## src/logic/seq_pkg.sv

```systemverilog
package seq_pkg;
    // ==========================================================
    // Sample timing, in master clock cycles and sample periods.
    // ==========================================================
    localparam int CYCLES_PER_SAMPLE = 256;
    localparam int PHASE_WINDOW = CYCLES_PER_SAMPLE / 16;
    localparam int START_PERIODS = 4;
    localparam int CLEAR_PERIODS = 2260;
    localparam int ADC_INIT_PERIODS = 516;
    localparam int DAC_LATENCY_PERIODS = 2;
    localparam int ZERO_RUN_SAMPLES = 8192;
    // Leak shift of the DC block filter: 1/8192 per sample is about 1 Hz
    // at 48 kHz.
    localparam int HPF_SHIFT = 13;

    // ==========================================================
    // Host register map (byte addresses) and fields.
    // ==========================================================
    localparam logic [7:0] PIN_CTRL_ADDR = 8'h00;
    localparam logic [7:0] DEV_CFG_ADDR = 8'h04;
    localparam logic [7:0] STATUS_ADDR = 8'h08;
    localparam int PD_BIT = 0;
    localparam int RST_BIT = 1;
    localparam int ADC_PD_BIT = 2;
    localparam int DAC_PD_BIT = 3;
    localparam int HALF_LSB = 8;
    localparam int HALF_W = 8;
    localparam int HPF_BYPASS_BIT = 0;
    localparam int CLEAR_DISABLE_BIT = 1;
    localparam int LOAD_BIT = 2;
    localparam int ZERO_FLAG_BIT = 4;
    localparam logic [HALF_W-1:0] HALF_RESET = 8'h80;

    // Sequencer states of the device end.
    typedef enum logic [2:0] {
        ST_OFF,
        ST_HOLD,
        ST_ALIGN,
        ST_START,
        ST_CLEAR,
        ST_RUN
    } seq_state_type;
endpackage

```

## src/logic/dsp_link.sv

```systemverilog
`timescale 1ns/100ps
`default_nettype none
// Pins between the host and the audio DSP reset/clock sequencer.
interface dsp_link;
    logic power_down_n;
    logic system_reset_n;
    logic adc_powerdown_n;
    logic dac_powerdown_n;
    logic sample_rate_clock;
    logic ctl_load;
    logic hpf_bypass_bit;
    logic clear_disable_bit;
    logic zero_detect_flag;

    modport device_end (
        input power_down_n, system_reset_n, adc_powerdown_n,
        input dac_powerdown_n, sample_rate_clock, ctl_load,
        input hpf_bypass_bit, clear_disable_bit,
        output zero_detect_flag
    );
    modport host_end (
        output power_down_n, system_reset_n, adc_powerdown_n,
        output dac_powerdown_n, sample_rate_clock, ctl_load,
        output hpf_bypass_bit, clear_disable_bit,
        input zero_detect_flag
    );
endinterface
`default_nettype wire

```

## src/logic/dsp_sequencer.sv

```systemverilog
// Summary of operation
// - DC block filter active unless bypass bit set
// - Zero flag rises after 8192 all-zero samples
// - Zero flag drops on first non-zero sample
// - Slave clocks supplied frequency-locked by outside party
// - Outside party never stops clocks while powered
// - Slave counter resets once after reset release
// - Clock frequency changes only during held reset
// - Realign timing when phase exceeds one sixteenth
// - Power-up holds power-down and reset low
// - Align to sample clock, start after four periods
// - Full power-down resets all, oscillator off
// - Reset keeps control register, RAMs writable
// - DAC after two periods, ADC zero 516 periods
// - Converter run state follows its pin table
// - Converter pins low for loads, change in reset
// - Clear delay memories 2260 periods after release
// - Data zero, flag high in reset and clear
// - Clear-disable bit skips the memory clearing
// - Full power-down restores control register defaults
// - Load control data in reset, then release
// - Filter and clear bits default to zero
//
// The address map and the APB interface to the registers were left to the implementer.
`timescale 1ns/100ps
`default_nettype none
module dsp_sequencer
    import seq_pkg::*;
#(
    parameter int WIDTH = 20,
    parameter int PERIOD = CYCLES_PER_SAMPLE
) (
    input wire logic ref_clk,
    input wire logic reset_n,
    input wire logic clk_en,
    dsp_link.device_end link,
    input wire logic slave_mode,
    input wire logic [WIDTH-1:0] adc_left,
    input wire logic [WIDTH-1:0] adc_right,
    input wire logic [WIDTH-1:0] dac_left,
    input wire logic [WIDTH-1:0] dac_right,
    output logic [WIDTH-1:0] dsp_in_left,
    output logic [WIDTH-1:0] dsp_in_right,
    output logic [WIDTH-1:0] dac_out_left,
    output logic [WIDTH-1:0] dac_out_right,
    output logic sample_tick,
    output logic adc_running,
    output logic dac_running,
    output logic oscillator_enable,
    output logic dsp_running,
    output logic clear_busy,
    output logic dsp_regs_reset,
    output logic program_ram_write_enable
);
    localparam int PW = $clog2(PERIOD);
    localparam logic [PW-1:0] LAST = PW'(PERIOD - 1);
    // The window scales with the frame length: one sixteenth of a period.
    localparam logic [PW-1:0] WIN = PW'(PERIOD / 16);
    localparam logic [11:0] CLEAR_LAST = 12'(CLEAR_PERIODS - 1);
    localparam logic [11:0] START_LAST = 12'(START_PERIODS - 1);
    localparam logic [9:0] ADC_INIT = 10'(ADC_INIT_PERIODS);
    localparam logic [9:0] DAC_LAT = 10'(DAC_LATENCY_PERIODS);
    localparam int AW = WIDTH + 4;

    seq_state_type state_q;
    logic hpf_bypass_q, clear_disable_q;
    logic sample_rate_clock_q;
    logic sample_rate_clock_rise;
    logic [PW-1:0] phase_q;
    logic phase_ok;
    logic [11:0] period_cnt_q;
    logic [9:0] adc_cnt_q, dac_cnt_q;
    logic full_off, held, zero_force;
    logic [WIDTH-1:0] filt [2];
    logic [WIDTH-1:0] zin [2];

    // Saturates a wide filter value into the sample width.
    function automatic logic [WIDTH-1:0] clamp(input logic signed [AW-1:0] v);
        logic signed [AW-1:0] hi, lo;
        hi = AW'($signed({1'b0, {(WIDTH-1){1'b1}}}));
        lo = ~hi;
        if (v > hi) begin
            clamp = hi[WIDTH-1:0];
        end else if (v < lo) begin
            clamp = lo[WIDTH-1:0];
        end else begin
            clamp = v[WIDTH-1:0];
        end
    endfunction

    assign full_off = !link.power_down_n;
    assign held = link.power_down_n && !link.system_reset_n;

    // ==========================================================
    // Frame timing.
    // ==========================================================
    // Sample clock pins are taken as synchronous; only the edge is needed.
    always_ff @(posedge ref_clk or negedge reset_n) begin
        if (!reset_n) begin
            sample_rate_clock_q <= 1'b0;
        end else if (clk_en) begin
            sample_rate_clock_q <= link.sample_rate_clock;
        end
    end
    assign sample_rate_clock_rise = link.sample_rate_clock && !sample_rate_clock_q;

    // Phase is the internal master counter; zero marks the frame start.
    assign phase_ok = (phase_q <= WIN) || (phase_q >= PW'(PERIOD) - WIN);

    // In slave mode the counter restarts on the first sample clock edge after release and
    // again only when the sample clock drifts out of the window.
    always_ff @(posedge ref_clk or negedge reset_n) begin
        if (!reset_n) begin
            phase_q <= '0;
        end else if (clk_en) begin
            if (state_q == ST_ALIGN && slave_mode && sample_rate_clock_rise) begin
                phase_q <= '0;
            end else if (state_q > ST_ALIGN && slave_mode && sample_rate_clock_rise
                         && !phase_ok) begin
                phase_q <= '0;
            end else if (phase_q == LAST) begin
                phase_q <= '0;
            end else begin
                phase_q <= phase_q + 1'b1;
            end
        end
    end
    assign sample_tick = clk_en && (phase_q == LAST);

    // ==========================================================
    // Control register bits.
    // ==========================================================
    // Loads are taken only in held reset; full power-down restores defaults.
    always_ff @(posedge ref_clk or negedge reset_n) begin
        if (!reset_n) begin
            hpf_bypass_q <= 1'b0;
            clear_disable_q <= 1'b0;
        end else if (clk_en) begin
            if (full_off && !link.system_reset_n) begin
                hpf_bypass_q <= 1'b0;
                clear_disable_q <= 1'b0;
            end else if (held && link.ctl_load) begin
                hpf_bypass_q <= link.hpf_bypass_bit;
                clear_disable_q <= link.clear_disable_bit;
            end
        end
    end

    // ==========================================================
    // Reset sequencer.
    // ==========================================================
    // Release is taken at a master clock edge; the frame then aligns,
    // waits four periods, clears memory and runs.
    always_ff @(posedge ref_clk or negedge reset_n) begin
        if (!reset_n) begin
            state_q <= ST_OFF;
            period_cnt_q <= '0;
        end else if (clk_en) begin
            if (full_off) begin
                state_q <= ST_OFF;
            end else if (!link.system_reset_n) begin
                state_q <= ST_HOLD;
                period_cnt_q <= '0;
            end else begin
                case (state_q)
                    ST_OFF, ST_HOLD: begin
                        state_q <= ST_ALIGN;
                    end
                    ST_ALIGN: begin
                        if (!slave_mode || sample_rate_clock_rise) begin
                            state_q <= ST_START;
                            period_cnt_q <= '0;
                        end
                    end
                    ST_START: begin
                        if (sample_tick && period_cnt_q == START_LAST) begin
                            period_cnt_q <= '0;
                            if (clear_disable_q) begin
                                state_q <= ST_RUN;
                            end else begin
                                state_q <= ST_CLEAR;
                            end
                        end else if (sample_tick) begin
                            period_cnt_q <= period_cnt_q + 1'b1;
                        end
                    end
                    ST_CLEAR: begin
                        if (sample_tick && period_cnt_q == CLEAR_LAST) begin
                            state_q <= ST_RUN;
                        end else if (sample_tick) begin
                            period_cnt_q <= period_cnt_q + 1'b1;
                        end
                    end
                    default: begin
                        state_q <= ST_RUN;
                    end
                endcase
            end
        end
    end

    // ==========================================================
    // Converter run control and start-up latency.
    // ==========================================================
    // Run state follows the pin table; counts restart whenever held off.
    always_ff @(posedge ref_clk or negedge reset_n) begin
        if (!reset_n) begin
            adc_running <= 1'b0;
            dac_running <= 1'b0;
        end else if (clk_en) begin
            adc_running <= link.power_down_n
                && (link.system_reset_n || link.adc_powerdown_n);
            dac_running <= link.power_down_n
                && (link.system_reset_n || link.dac_powerdown_n);
        end
    end

    always_ff @(posedge ref_clk or negedge reset_n) begin
        if (!reset_n) begin
            adc_cnt_q <= '0;
            dac_cnt_q <= '0;
        end else if (clk_en) begin
            if (!adc_running) begin
                adc_cnt_q <= '0;
            end else if (sample_tick && adc_cnt_q != ADC_INIT) begin
                adc_cnt_q <= adc_cnt_q + 1'b1;
            end
            if (!dac_running) begin
                dac_cnt_q <= '0;
            end else if (sample_tick && dac_cnt_q != DAC_LAT) begin
                dac_cnt_q <= dac_cnt_q + 1'b1;
            end
        end
    end

    // ==========================================================
    // Sample path: DC block filter and zero forcing.
    // ==========================================================
    assign zero_force = (state_q != ST_RUN);

    generate
        for (genvar ch = 0; ch < 2; ch++) begin : g_ch
            logic signed [AW-1:0] x_prev_q, y_q, y_d, x_in;
            assign x_in = (ch == 0) ? AW'($signed(adc_left))
                                    : AW'($signed(adc_right));
            // y = x - x_prev + y_prev - y_prev / 8192.
            assign y_d = x_in - x_prev_q + y_q - (y_q >>> HPF_SHIFT);
            always_ff @(posedge ref_clk or negedge reset_n) begin
                if (!reset_n) begin
                    x_prev_q <= '0;
                    y_q <= '0;
                end else if (sample_tick) begin
                    x_prev_q <= x_in;
                    y_q <= y_d;
                end
            end
            // The bypass passes the converter word straight through.
            assign filt[ch] = hpf_bypass_q ? x_in[WIDTH-1:0]
                                           : clamp(y_q);
            // Input to the DSP reads zero while initialising or cleared.
            assign zin[ch] = (zero_force || adc_cnt_q != ADC_INIT)
                             ? '0 : filt[ch];
        end
    endgenerate

    // Data outputs are registered once per sample period.
    always_ff @(posedge ref_clk or negedge reset_n) begin
        if (!reset_n) begin
            dsp_in_left <= '0;
            dsp_in_right <= '0;
            dac_out_left <= '0;
            dac_out_right <= '0;
        end else if (sample_tick) begin
            dsp_in_left <= zin[0];
            dsp_in_right <= zin[1];
            if (zero_force || dac_cnt_q != DAC_LAT) begin
                dac_out_left <= '0;
                dac_out_right <= '0;
            end else begin
                dac_out_left <= dac_left;
                dac_out_right <= dac_right;
            end
        end
    end

    zero_run_detector #(
        .WIDTH(WIDTH),
        .THRESHOLD(ZERO_RUN_SAMPLES)
    ) u_zero (
        .ref_clk(ref_clk),
        .reset_n(reset_n),
        .clk_en(clk_en),
        .sample_tick(sample_tick),
        .left(zin[0]),
        .right(zin[1]),
        .force_high(zero_force),
        .flag(link.zero_detect_flag)
    );

    // Status levels of the sequencer.
    assign oscillator_enable = !(full_off && !link.system_reset_n);
    assign dsp_running = (state_q == ST_RUN);
    assign clear_busy = (state_q == ST_CLEAR);
    assign dsp_regs_reset = (state_q == ST_OFF) || (state_q == ST_HOLD);
    assign program_ram_write_enable = (state_q == ST_HOLD);
endmodule
`default_nettype wire

```

## src/logic/zero_run_detector.sv

```systemverilog
`timescale 1ns/100ps
`default_nettype none
module zero_run_detector
    import seq_pkg::*;
#(
    parameter int WIDTH = 20,
    parameter int THRESHOLD = ZERO_RUN_SAMPLES
) (
    input wire logic ref_clk,
    input wire logic reset_n,
    input wire logic clk_en,
    input wire logic sample_tick,
    input wire logic [WIDTH-1:0] left,
    input wire logic [WIDTH-1:0] right,
    input wire logic force_high,
    output logic flag
);
    localparam int CW = $clog2(THRESHOLD + 1);
    localparam logic [CW-1:0] LIMIT = CW'(THRESHOLD);

    logic [CW-1:0] count_q;
    logic flag_q;
    logic nonzero;

    assign nonzero = (left != '0) || (right != '0);

    // ==========================================================
    // Consecutive zero sample counter.
    // ==========================================================
    // Restarts on any non-zero sample, holds at the limit.
    always_ff @(posedge ref_clk or negedge reset_n) begin
        if (!reset_n) begin
            count_q <= '0;
        end else if (clk_en && sample_tick) begin
            if (nonzero) begin
                count_q <= '0;
            end else if (count_q != LIMIT) begin
                count_q <= count_q + 1'b1;
            end
        end
    end

    // The flag rises with the zero that completes the run and falls on the
    // first non-zero sample.
    always_ff @(posedge ref_clk or negedge reset_n) begin
        if (!reset_n) begin
            flag_q <= 1'b0;
        end else if (clk_en && sample_tick) begin
            if (nonzero) begin
                flag_q <= 1'b0;
            end else if (count_q >= LIMIT - 1'b1) begin
                flag_q <= 1'b1;
            end
        end
    end

    // Reset and memory clearing hold the flag high.
    assign flag = flag_q | force_high;
endmodule
`default_nettype wire

```

## src/flat_wrapper.sv

```systemverilog
// flat-port wrapper written by rule: the top's interface ports become plain ports
module dsp_sequencer_flat import seq_pkg::*;
#(
    parameter int WIDTH = 20,
    parameter int PERIOD = CYCLES_PER_SAMPLE
)
  (ref_clk, reset_n, clk_en, slave_mode, adc_left, adc_right, dac_left, dac_right, dsp_in_left, dsp_in_right, dac_out_left, dac_out_right, sample_tick, adc_running, dac_running, oscillator_enable, dsp_running, clear_busy, dsp_regs_reset, program_ram_write_enable, link_power_down_n, link_system_reset_n, link_adc_powerdown_n, link_dac_powerdown_n, link_sample_rate_clock, link_ctl_load, link_hpf_bypass_bit, link_clear_disable_bit, link_zero_detect_flag);
  dsp_link link_i ();
  input wire logic ref_clk;
  input wire logic reset_n;
  input wire logic clk_en;
  input wire logic slave_mode;
  input wire logic [WIDTH-1:0] adc_left;
  input wire logic [WIDTH-1:0] adc_right;
  input wire logic [WIDTH-1:0] dac_left;
  input wire logic [WIDTH-1:0] dac_right;
  output logic [WIDTH-1:0] dsp_in_left;
  output logic [WIDTH-1:0] dsp_in_right;
  output logic [WIDTH-1:0] dac_out_left;
  output logic [WIDTH-1:0] dac_out_right;
  output logic sample_tick;
  output logic adc_running;
  output logic dac_running;
  output logic oscillator_enable;
  output logic dsp_running;
  output logic clear_busy;
  output logic dsp_regs_reset;
  output logic program_ram_write_enable;
  input wire logic [$bits(link_i.power_down_n)-1:0] link_power_down_n;
  input wire logic [$bits(link_i.system_reset_n)-1:0] link_system_reset_n;
  input wire logic [$bits(link_i.adc_powerdown_n)-1:0] link_adc_powerdown_n;
  input wire logic [$bits(link_i.dac_powerdown_n)-1:0] link_dac_powerdown_n;
  input wire logic [$bits(link_i.sample_rate_clock)-1:0] link_sample_rate_clock;
  input wire logic [$bits(link_i.ctl_load)-1:0] link_ctl_load;
  input wire logic [$bits(link_i.hpf_bypass_bit)-1:0] link_hpf_bypass_bit;
  input wire logic [$bits(link_i.clear_disable_bit)-1:0] link_clear_disable_bit;
  output wire logic [$bits(link_i.zero_detect_flag)-1:0] link_zero_detect_flag;
  assign link_i.power_down_n = link_power_down_n;
  assign link_i.system_reset_n = link_system_reset_n;
  assign link_i.adc_powerdown_n = link_adc_powerdown_n;
  assign link_i.dac_powerdown_n = link_dac_powerdown_n;
  assign link_i.sample_rate_clock = link_sample_rate_clock;
  assign link_i.ctl_load = link_ctl_load;
  assign link_i.hpf_bypass_bit = link_hpf_bypass_bit;
  assign link_i.clear_disable_bit = link_clear_disable_bit;
  assign link_zero_detect_flag = link_i.zero_detect_flag;
  dsp_sequencer #(.WIDTH(WIDTH), .PERIOD(PERIOD)) u_core (.ref_clk(ref_clk), .reset_n(reset_n), .clk_en(clk_en), .link(link_i), .slave_mode(slave_mode), .adc_left(adc_left), .adc_right(adc_right), .dac_left(dac_left), .dac_right(dac_right), .dsp_in_left(dsp_in_left), .dsp_in_right(dsp_in_right), .dac_out_left(dac_out_left), .dac_out_right(dac_out_right), .sample_tick(sample_tick), .adc_running(adc_running), .dac_running(dac_running), .oscillator_enable(oscillator_enable), .dsp_running(dsp_running), .clear_busy(clear_busy), .dsp_regs_reset(dsp_regs_reset), .program_ram_write_enable(program_ram_write_enable));
endmodule
```

## config.mk

```make
export PLATFORM = sky130hd
export DESIGN_NAME = dsp_sequencer_flat
export DESIGN_NICKNAME = d
export VERILOG_FILES = /design/src/logic/seq_pkg.sv /design/src/logic/dsp_link.sv /design/src/logic/dsp_sequencer.sv /design/src/logic/zero_run_detector.sv /design/src/flat_wrapper.sv
export SDC_FILE = /design/constraint.sdc
export NUM_CORES = 1
export LEC_CHECK = 0
export CAP_MARGIN = 20
export CORE_MARGIN = 3
export CORE_UTILIZATION = 40
export CTS_CLUSTER_DIAMETER = 80
export DETAILED_ROUTE_END_ITERATION = 10
export DONT_BUFFER_PORTS = 1
export PLACE_DENSITY = 0.63
export SLEW_MARGIN = 20
export SYNTH_ARGS = -nofsm -noshare
export SYNTH_HDL_FRONTEND = slang
export SYNTH_HIERARCHICAL = 1
export SYNTH_SLANG_ARGS = --single-unit
```

## constraint.sdc

```tcl
create_clock -name ref_clk -period 5.04 [get_ports ref_clk]
set_input_delay 0.756 -clock ref_clk [delete_from_list [all_inputs] [get_ports ref_clk]]
set_output_delay 0.756 -clock ref_clk [all_outputs]
set_load 0.005 [all_outputs]
```

# == After elaboration in Yosys (flattened, before gate mapping) ==
# Cells that the tools add are included.
# op_classes
addsub,11
order_cmp,8
eq_ne,20
muxes,38
bitwise,1
reduce_logical,45
# op_table
op,count
$mux W20,10
$mux W12,5
$add A21 B24 Y24,2
$gt A24 B20 Y1 const B,2
$lt A24 B20 Y1 const B,2
$sub A24 B11 Y24,2
$sub A20 B20 Y21,2
$mux W10,4
$reduce_bool A20 Y1,2
$pmux W12 S3,1
$mux W14,2
$mux W8,3
$add A10 B1 Y10 const B,2
$logic_and A1 B1 Y1,17
$mux W3,5
$add A14 B1 Y14 const B,1
$ge A14 B13 Y1 const B,1
$ne A14 B14 Y1 const B,1
$add A12 B1 Y12 const B,1
$eq A12 B12 Y1 const B,1
$eq A12 B2 Y1 const B,1
$pmux W3 S4,1
$ne A10 B10 Y1 const B,1
$ne A10 B2 Y1 const B,1
23 further kinds,53
# word_totals
regBits,231
inputBits,92
out_inout_bits,89
wordCells,143

# == Depth between registers and ports, before layout ==
# Gate-level depths: netlist of the first run.
# logic_depth
word_depth,9
mapped_depth,14
depth_no_buf,14

# == By module ==
# Netlist of the first run, hierarchy kept.
# by_module_without_submodules
mod,instances,cells_per_inst,area_per_inst_um2,seq_area_each_um2
dsp_sequencer,1,1494,14186.1,5405.2
zero_run_detector,1,120,1006.0,375.4

# == Worst setup path after synthesis of the first run ==
# No wires, ideal clock.
# synth_path
path_kind,input-to-reg
start,input port adc_left[15]
end,register u_core.g_ch[0].y_q[22]
setup_ns,0.087
t_arrival_ns,3.698
t_required_ns,4.953
setup_slack_ns,1.256
stages,12
path_buffers,1
path_cell_list,inv_1 -> fa_1 -> fa_1 -> inv_1 -> ha_1 -> clkbuf_1 -> a21o_1 -> a311oi_1 -> a21oi_1 -> a211oi_1 -> mux2_2 -> o211ai_1
# synth_between
elab_chain_len,3
# synth_lines
element,line,source
"start, declared",flat_wrapper.sv:13,input wire logic [WIDTH-1:0] adc_left;
$sub A20 B20 Y21,dsp_sequencer.sv:247,assign y_d = x_in - x_prev_q + y_q - (y_q >>> HPF_SHIFT);
$add A21 B24 Y24,dsp_sequencer.sv:247,
$sub A24 B11 Y24,dsp_sequencer.sv:247,
"end signal, assigned",dsp_sequencer.sv:254,y_q <= y_d;
"end, declared",dsp_sequencer.sv:243,"logic signed [AW-1:0] x_prev_q, y_q, y_d, x_in;"
# No other way between the ends.
# A chain may end at the register's enable or synchronous reset.

# == Final worst setup path of the first run ==
# layout_path
start,register u_core.g_ch[0].y_q[23]
end,register u_core.g_ch[0].y_q[22]
# layout_between
elab_chain_len,1
# layout_lines
element,line
$sub A24 B11 Y24,dsp_sequencer.sv:247
# No other way between the ends.

==> results of run 1 <==
## where the power goes
group	internal (mW)	switching (mW)	total (mW)	leakage, nW
logic	0.234	0.397	0.631	4.01
registers	1.89	0.0456	1.93	3.12
clock network	1.38	0.850	2.23	0.496
total	3.50	1.29	4.79	7.62
## worst register-to-register path: stages, from the launching register on
cell	delay, ps
dfrtp_1	820
fa_1	570
fa_1	510
inv_1	40
ha_1	380
a21o_1	220
a311oi_1	500
a21oi_1	170
a211oi_1	270
mux2_2	360
o211ai_1	150
## cell families after synthesis
group,Yosys count,synth area share
AO/OA/AOI/OAI,432,0.182
XOR/XNOR,54,0.0311
adder cells (fa/ha/maj),146,0.164
buffers and inverters,278,0.0704
flip-flops,231,0.380
multiplexers,53,0.0382
AND/OR/NAND/NOR,420,0.134
## layout by cell type, fill, tap and decap left out, drive strengths merged, types with 13 or more instances in the layout
| cell type | count |
|---|---|
| nor4 | 23 |
| nor2 | 68 |
| a211oi | 45 |
| a22o | 45 |
| dfrtp | 231 |
| o21ai | 136 |
| inv | 199 |
| nand4 | 24 |
| a21oi | 97 |
| xor2 | 26 |
| clkbuf | 34 |
| a21o | 15 |
| mux2 | 40 |
| nor3 | 26 |
| nand2 | 160 |
| buf | 13 |
| and3 | 13 |
| xnor2 | 28 |
| nand3 | 41 |
| o211ai | 18 |
| fa | 88 |
| and2 | 14 |
| mux2i | 13 |
| ha | 58 |
## flip-flops by register name, indices dropped and copies added, names as in the netlist, 3 cells and up
signal / cells
u_core/adc_cnt_q: 10
u_core/dac_cnt_q: 10
u_core/dac_out_left: 20
u_core/dac_out_right: 20
u_core/dsp_in_left: 20
u_core/dsp_in_right: 20
u_core/g_ch.x_prev_q: 40
u_core/g_ch.y_q: 48
u_core/period_cnt_q: 12
u_core/phase_q: 8
u_core/state_q: 3
u_core/u_zero/count_q: 14
## stage by stage
stage          instances  worst slack (ps)
6_report            2105               947
5_1_grt             2105               714
4_1_cts             2105               981
3_5_place_dp        2053               889
3_3_place_gp        2053              1040
2_1_floorplan       1614              1260
## final cells by class
| type | instances | area share |
|---|---|---|
| multi-input combinational | 1105 | 0.502 |
| sequential | 231 | 0.347 |
| clock buffer | 34 | 0.0477 |
| inverter | 200 | 0.0452 |
| tap | 504 | 0.0379 |
| clock inverter | 18 | 0.0139 |
| timing repair buffer | 13 | 0.00609 |
## path summary, 6_finish.rpt
check | end | slack (ps) | depth (start not counted)
setup / recovery | u_core/g_ch[0].y_q[22] | 950 | 10
hold / removal | u_core/dsp_in_right[9] | -110 | 0
setup reg to reg | u_core/g_ch[0].y_q[22] | 950 | 10
hold reg to reg | u_core/u_zero/flag_q | 490 | 2
max in group asynchronous | u_core/dac_out_left[9] | 4830 | 0
min in group ref_clk | u_core/g_ch[0].x_prev_q[0] | 310 | 2
## metal layers
layer  vias to the layer above  part of all wire  wire (um)  global-route usage
met5                         -                 0          0                   0
li1                       5546                 -          -                   -
met4                         0             0.025        981              0.0522
met2                       343              0.44      17400               0.299
met3                        58             0.067       2620              0.0454
met1                      5761              0.46      18100               0.273
==> results.toml, run 1 <==
[place]
place_congestion = 0.856
place_hpwl_um = 27800
port_buffers = 0
dpl_cell_area_mm2 = 0.0156

[critical_path]
crit_path_start_kind = "flop"
cpMostUsedCell = "fa_1"
startpoint = "u_core/g_ch[0].y_q[23]"
crit_type = "reg2reg"
arrival_ps = 4570
required_ps = 5510
crit_family = "adder cells"
r2r_start = "u_core/g_ch[0].y_q[23]"
crit_fanout = 15
crit_path_max_incr_delay_ps = 820
cp-end-kind = "flop"
path_buf_inv = 1
cp_cell_sequence = "fa_1 -> fa_1 -> inv_1 -> ha_1 -> a21o_1 -> a311oi_1 -> a21oi_1 -> a211oi_1 -> mux2_2 -> o211ai_1"
slowest_stage = "dfrtp_1"

[sta]
hold_ws_ps = -111
rsz0062_at_grt = "false"
skew_ps = 18.7
slew_headroom = 0.407
tightest_slew_ps = 890
slew_violations = 0
min_period_ps = 4090
finalHoldViolCount = 231
setup_violations = 0
fmax_mhz = 244
tns_ps = 0
period_share = 0.812

[power]
total_power_mw = 4.79
peakVddDrop_v = 0.000248
p_leak_nw = 7.62
power-per-cell-area_mw_per_mm2 = 288

[global_route]
grt_pass1_vias = 11700
grt_start_max_net_pins = 232
antenna_found_initial = 0
grt_overflow_total = 0
grt_usage = 0.193
grt_pass1_wl_um = 63800

[logic_synthesis]
yosys_warnings = 6
synth_most_common_cell = "dfrtp_1"
synth_edf_count = 0
synthFlopType = "dfrtp_1"
synth_area_leaders = "dfrtp_1, fa_1, inv_1, ha_1, o21ai_0"
seq_area_frac_synth = 0.380
synth_top_cell_area_share = 0.380
syn_area_mm2 = 0.0152
yosys.cell_types.count = 70
synth_seq_cells = 231
synth_top_area_cell = "dfrtp_1"
syn_inst = 1614
syn_avg_cell_area_um2 = 9.41
async_flop_share = 1.00
ys_top_cells_by_count = "dfrtp_1, inv_1, nand2_1"
synth_fp_nets = 1852

[final_layout]
seqCellArea_mm2 = 0.00578
fillCellCount = 3565
final_core_util = 0.449
drive_gt1_frac = 0.0756
antenna_cells = 0
stdcell_area_mm2 = 0.0167
nNetsFinal = 1817
area_delta_synth_final_pct = 9.60
multiInputGateArea_mm2 = 0.00836

[run]
drv_cap = 0

[clocking]
cts_setup_buffers = 0
cts_made_buffers = 28
cts_buffer_depth = 3
clk-insertion-delay-late_ps = 560
htree_levels = 1
clk_pin_slew_ps = 60
cts_tree = "built"
cts-root-buf = "clkbuf_16"
cts_resized = 0
clkSinkCount = 231

[routing]
first_pass_iters = 5
drt_iter0_drc = 557
final_antenna_net_count = 0
wl_um = 39000
num_vias = 11700
vias_per_cell = 5.56
wire_per_inst_um = 18.5
drc = 0

[floorplanning]
dieHeight_um = 201
fp.dieW_um = 201
initial_utilization = 0.410
rows = 70
die_area_mm2 = 0.0404
coreArea_mm2 = 0.0370
pin_count = 181

[run_status]
status = "complete, but fails checks"
violations = "hold timing"

[hold_path]
min_path_type = "in2async"
No activity file was read; power rests on OpenSTA's default activity.
==> run 2: changes to the inputs <==
- ABC_AREA: default -> 1
- clock period: 5.04 -> 4.19 ns (I/O delays scaled with it)
==> run 2 against run 1 <==
The run still ends with hold timing left. Flip-flop and latch count did not move. Clock power rose by 21%. Worst setup slack got worse by 240 ps. Wire length rose by 20%. Worst hold slack got worse by 130 ps. Via count rose by 27%. Largest cell class unchanged.
==> results.toml, run 2 <==
[sta]
fmax_mhz = 287
slew_violations = 0
skew_ps = 26.2
hold_ws_ps = -244
slew_headroom = 0.467
rsz0062_at_grt = "false"
finalHoldViolCount = 231
min_period_ps = 3480
tns_ps = 0
period_share = 0.830
setup_violations = 0
tightest_slew_ps = 800

[final_layout]
mostFrequentLayoutCells = "nand2_1, inv_1, dfrtp_1, nor2_1, nand3_1"
seqCellArea_mm2 = 0.00578
final_cells = 3036
nNetsFinal = 2674
final_core_util = 0.445
antenna_cells = 0
area_delta_synth_final_pct = 9.05
drive_gt1_frac = 0.0427
layout_commonest_cell = "nand2_1"
regMostFlops = "u_core/g_ch.y_q"
multiInputGateArea_mm2 = 0.00939
biggestRegsByFlops = "u_core/g_ch.y_q x48, u_core/g_ch.x_prev_q x40"
largest_reg_flops = 48
fillCellCount = 4270

[power]
power-per-cell-area_mw_per_mm2 = 308
peakVddDrop_v = 0.000324
p_int_mw = 4.18
comb_power_share = 0.133
swShare = 0.280
clockPowerShare = 0.466
net-switching-power_mw = 1.63
p_leak_nw = 9.89
seqPwrFrac = 0.402

[logic_synthesis]
syn_inst = 2455
synth_fp_nets = 2693
syn_area_mm2 = 0.0173
synth_xor_area_frac = 0.0218
synthFlopType = "dfrtp_1"
synth_compound_area_frac = 0.0803
syn_avg_cell_area_um2 = 7.04
synth_most_common_cell = "nand2_1"
synth_top_family_by_area = "simple AND/OR/NAND/NOR gates"
synth_top_cell_area_share = 0.334
seq_area_frac_synth = 0.334
async_flop_share = 1.00
ys_top_cells_by_count = "nand2_1, inv_1, dfrtp_1"
synth_seq_cells = 231
synth-adder-area-share = 0.144
synth_area_leaders = "dfrtp_1, nand2_1, fa_1, inv_1, nand3_1"
yosys.cell_types.count = 42
synthMuxAreaShare = 0
yosys.area_share.simple = 0.297
synth_edf_count = 0
synth_top_area_cell = "dfrtp_1"
yosys_warnings = 6

[critical_path]
slowest_stage = "dfrtp_1"
arrival_ps = 3960
required_ps = 4670
cp_cell_sequence = "fa_1 -> inv_1 -> fa_1 -> ha_1 -> nand2_1 -> nor2_1 -> nand2_1 -> nor2_1 -> nand2_1 -> nand3_1 -> nand2_1 -> nand3_1 -> nand2_1"
cpMostUsedCell = "nand2_1"
rrSetupSlack_ps = 710
crit_fanout = 14
crit_path_start_kind = "flop"
r2r_start = "u_core/g_ch[0].y_q[23]"
cp-end-kind = "flop"
reg2reg_depth = 13
crit_type = "reg2reg"
r2r_end = "u_core/g_ch[0].y_q[22]"
crit_path_max_incr_delay_ps = 810

[floorplanning]
dieHeight_um = 214
die_area_mm2 = 0.0457
initial_utilization = 0.408
fp.dieW_um = 214
coreArea_mm2 = 0.0423
rows = 75
pin_count = 181

[place]
port_buffers = 0
place_hpwl_um = 35300
place_congestion = 0.959
place_inst = 2980

[clocking]
cts-root-buf = "clkbuf_16"
cts_resized = 0
clk_pin_slew_ps = 60
htree_levels = 1
clkSinkCount = 231
cts_tree = "built"
cts_buffer_depth = 3
clk-insertion-delay-late_ps = 590
cts_made_buffers = 31

[global_route]
grt_pass1_vias = 14400
grt_pass1_wl_um = 74900
grt_overflow_total = 0
antenna_found_initial = 1
grt_usage = 0.203
grt_start_max_net_pins = 232

[run_status]
status = "complete, but fails checks"
violations = "hold timing"

[routing]
vias_per_cell = 4.91
drt_iter0_drc = 994
final_antenna_net_count = 0
num_vias = 14900
wl_um = 46900
first_pass_iters = 5
wire_per_inst_um = 15.4
drc = 0

[run]
drv_cap = 0

[hold_path]
min_path_type = "in2async"
-- run 2: changes by cell type after synthesis, sizes merged, moves of 60 or more --
cell   before  now
a21oi      97   37
o21ai     136  222
nand2     160  739
inv       200  468
nor2       68  226
nand3      41  187
-- run 2: what timing repair did --
action                                  CTS  global route
endpoints found under the setup margin    0             0
buffers inserted                          0             0
hold endpoints to repair                231           231
-- run 2: cells by family after synthesis --
logic type / after synthesis
adder cells (fa/ha/maj): 146
AO/OA/AOI/OAI: 267
AND/OR/NAND/NOR: 1229
flip-flops: 231
XOR/XNOR: 43
buffers and inverters: 539
-- run 2: routing by layer --
metal	GRT usage	part of all wire	vias up
li1	-	-	7484
met1	0.272	0.44	6946
met2	0.330	0.45	387
met3	0.0493	0.076	81
met4	0.0577	0.029	2
met5	0	0.00028	-
-- run 2: worst max-delay path by stage --
stage	slack, ps	from	cells past startpoint	endpoint
4_1_cts	730	u_core/phase_q[0]	6	sample_tick
6_report	710	u_core/g_ch[0].y_q[23]	13	u_core/g_ch[0].y_q[22]
2_1_floorplan	1070	adc_right[0]	17	u_core/g_ch[1].y_q[12]
3_3_place_gp	800	u_core/g_ch[0].y_q[23]	13	u_core/g_ch[0].y_q[22]
3_5_place_dp	790	u_core/g_ch[0].y_q[23]	13	u_core/g_ch[0].y_q[22]
5_1_grt	520	u_core/g_ch[1].y_q[23]	13	u_core/g_ch[1].y_q[18]
-- run 2: area by class of cell --
type                    instances  share of cell area
multi-input cells            1685               0.498
flip-flops and latches        231               0.307
inverters                     471              0.0939
clock buffers                  43              0.0478
well taps                     577              0.0383
clock inverters                13             0.00797
repair buffers                 16             0.00704
-- run 2: power by group through the flow --
stage                     Combinational (mW)  Sequential, mW  Clock [mW]
after floorplan                        0.588            2.36           0
after global placement                 0.756            2.37           0
after detailed placement               0.764            2.37           0
after CTS                              0.769            2.33        2.80
after global routing                   0.883            2.34        2.88
final                                  0.771            2.33        2.70
-- run 2: through the flow --
stage	setup WS, ps	power, mW	instance area, um^2	hold WS, ps
floorplan	1070	2.95	17300	333
global placement	799	3.12	17800	354
global route	521	6.10	18800	-266
finish	710	5.80	18800	-244
detailed placement	789	3.13	17800	355
CTS	729	5.89	18800	-295
-- run 2: critical path: cells and delay by family, from the launching register on --
kind          cells  cell delay, ps
fa+ha+maj         3            1440
buf+inv           1             200
flops             1             810
simple gates      9             920
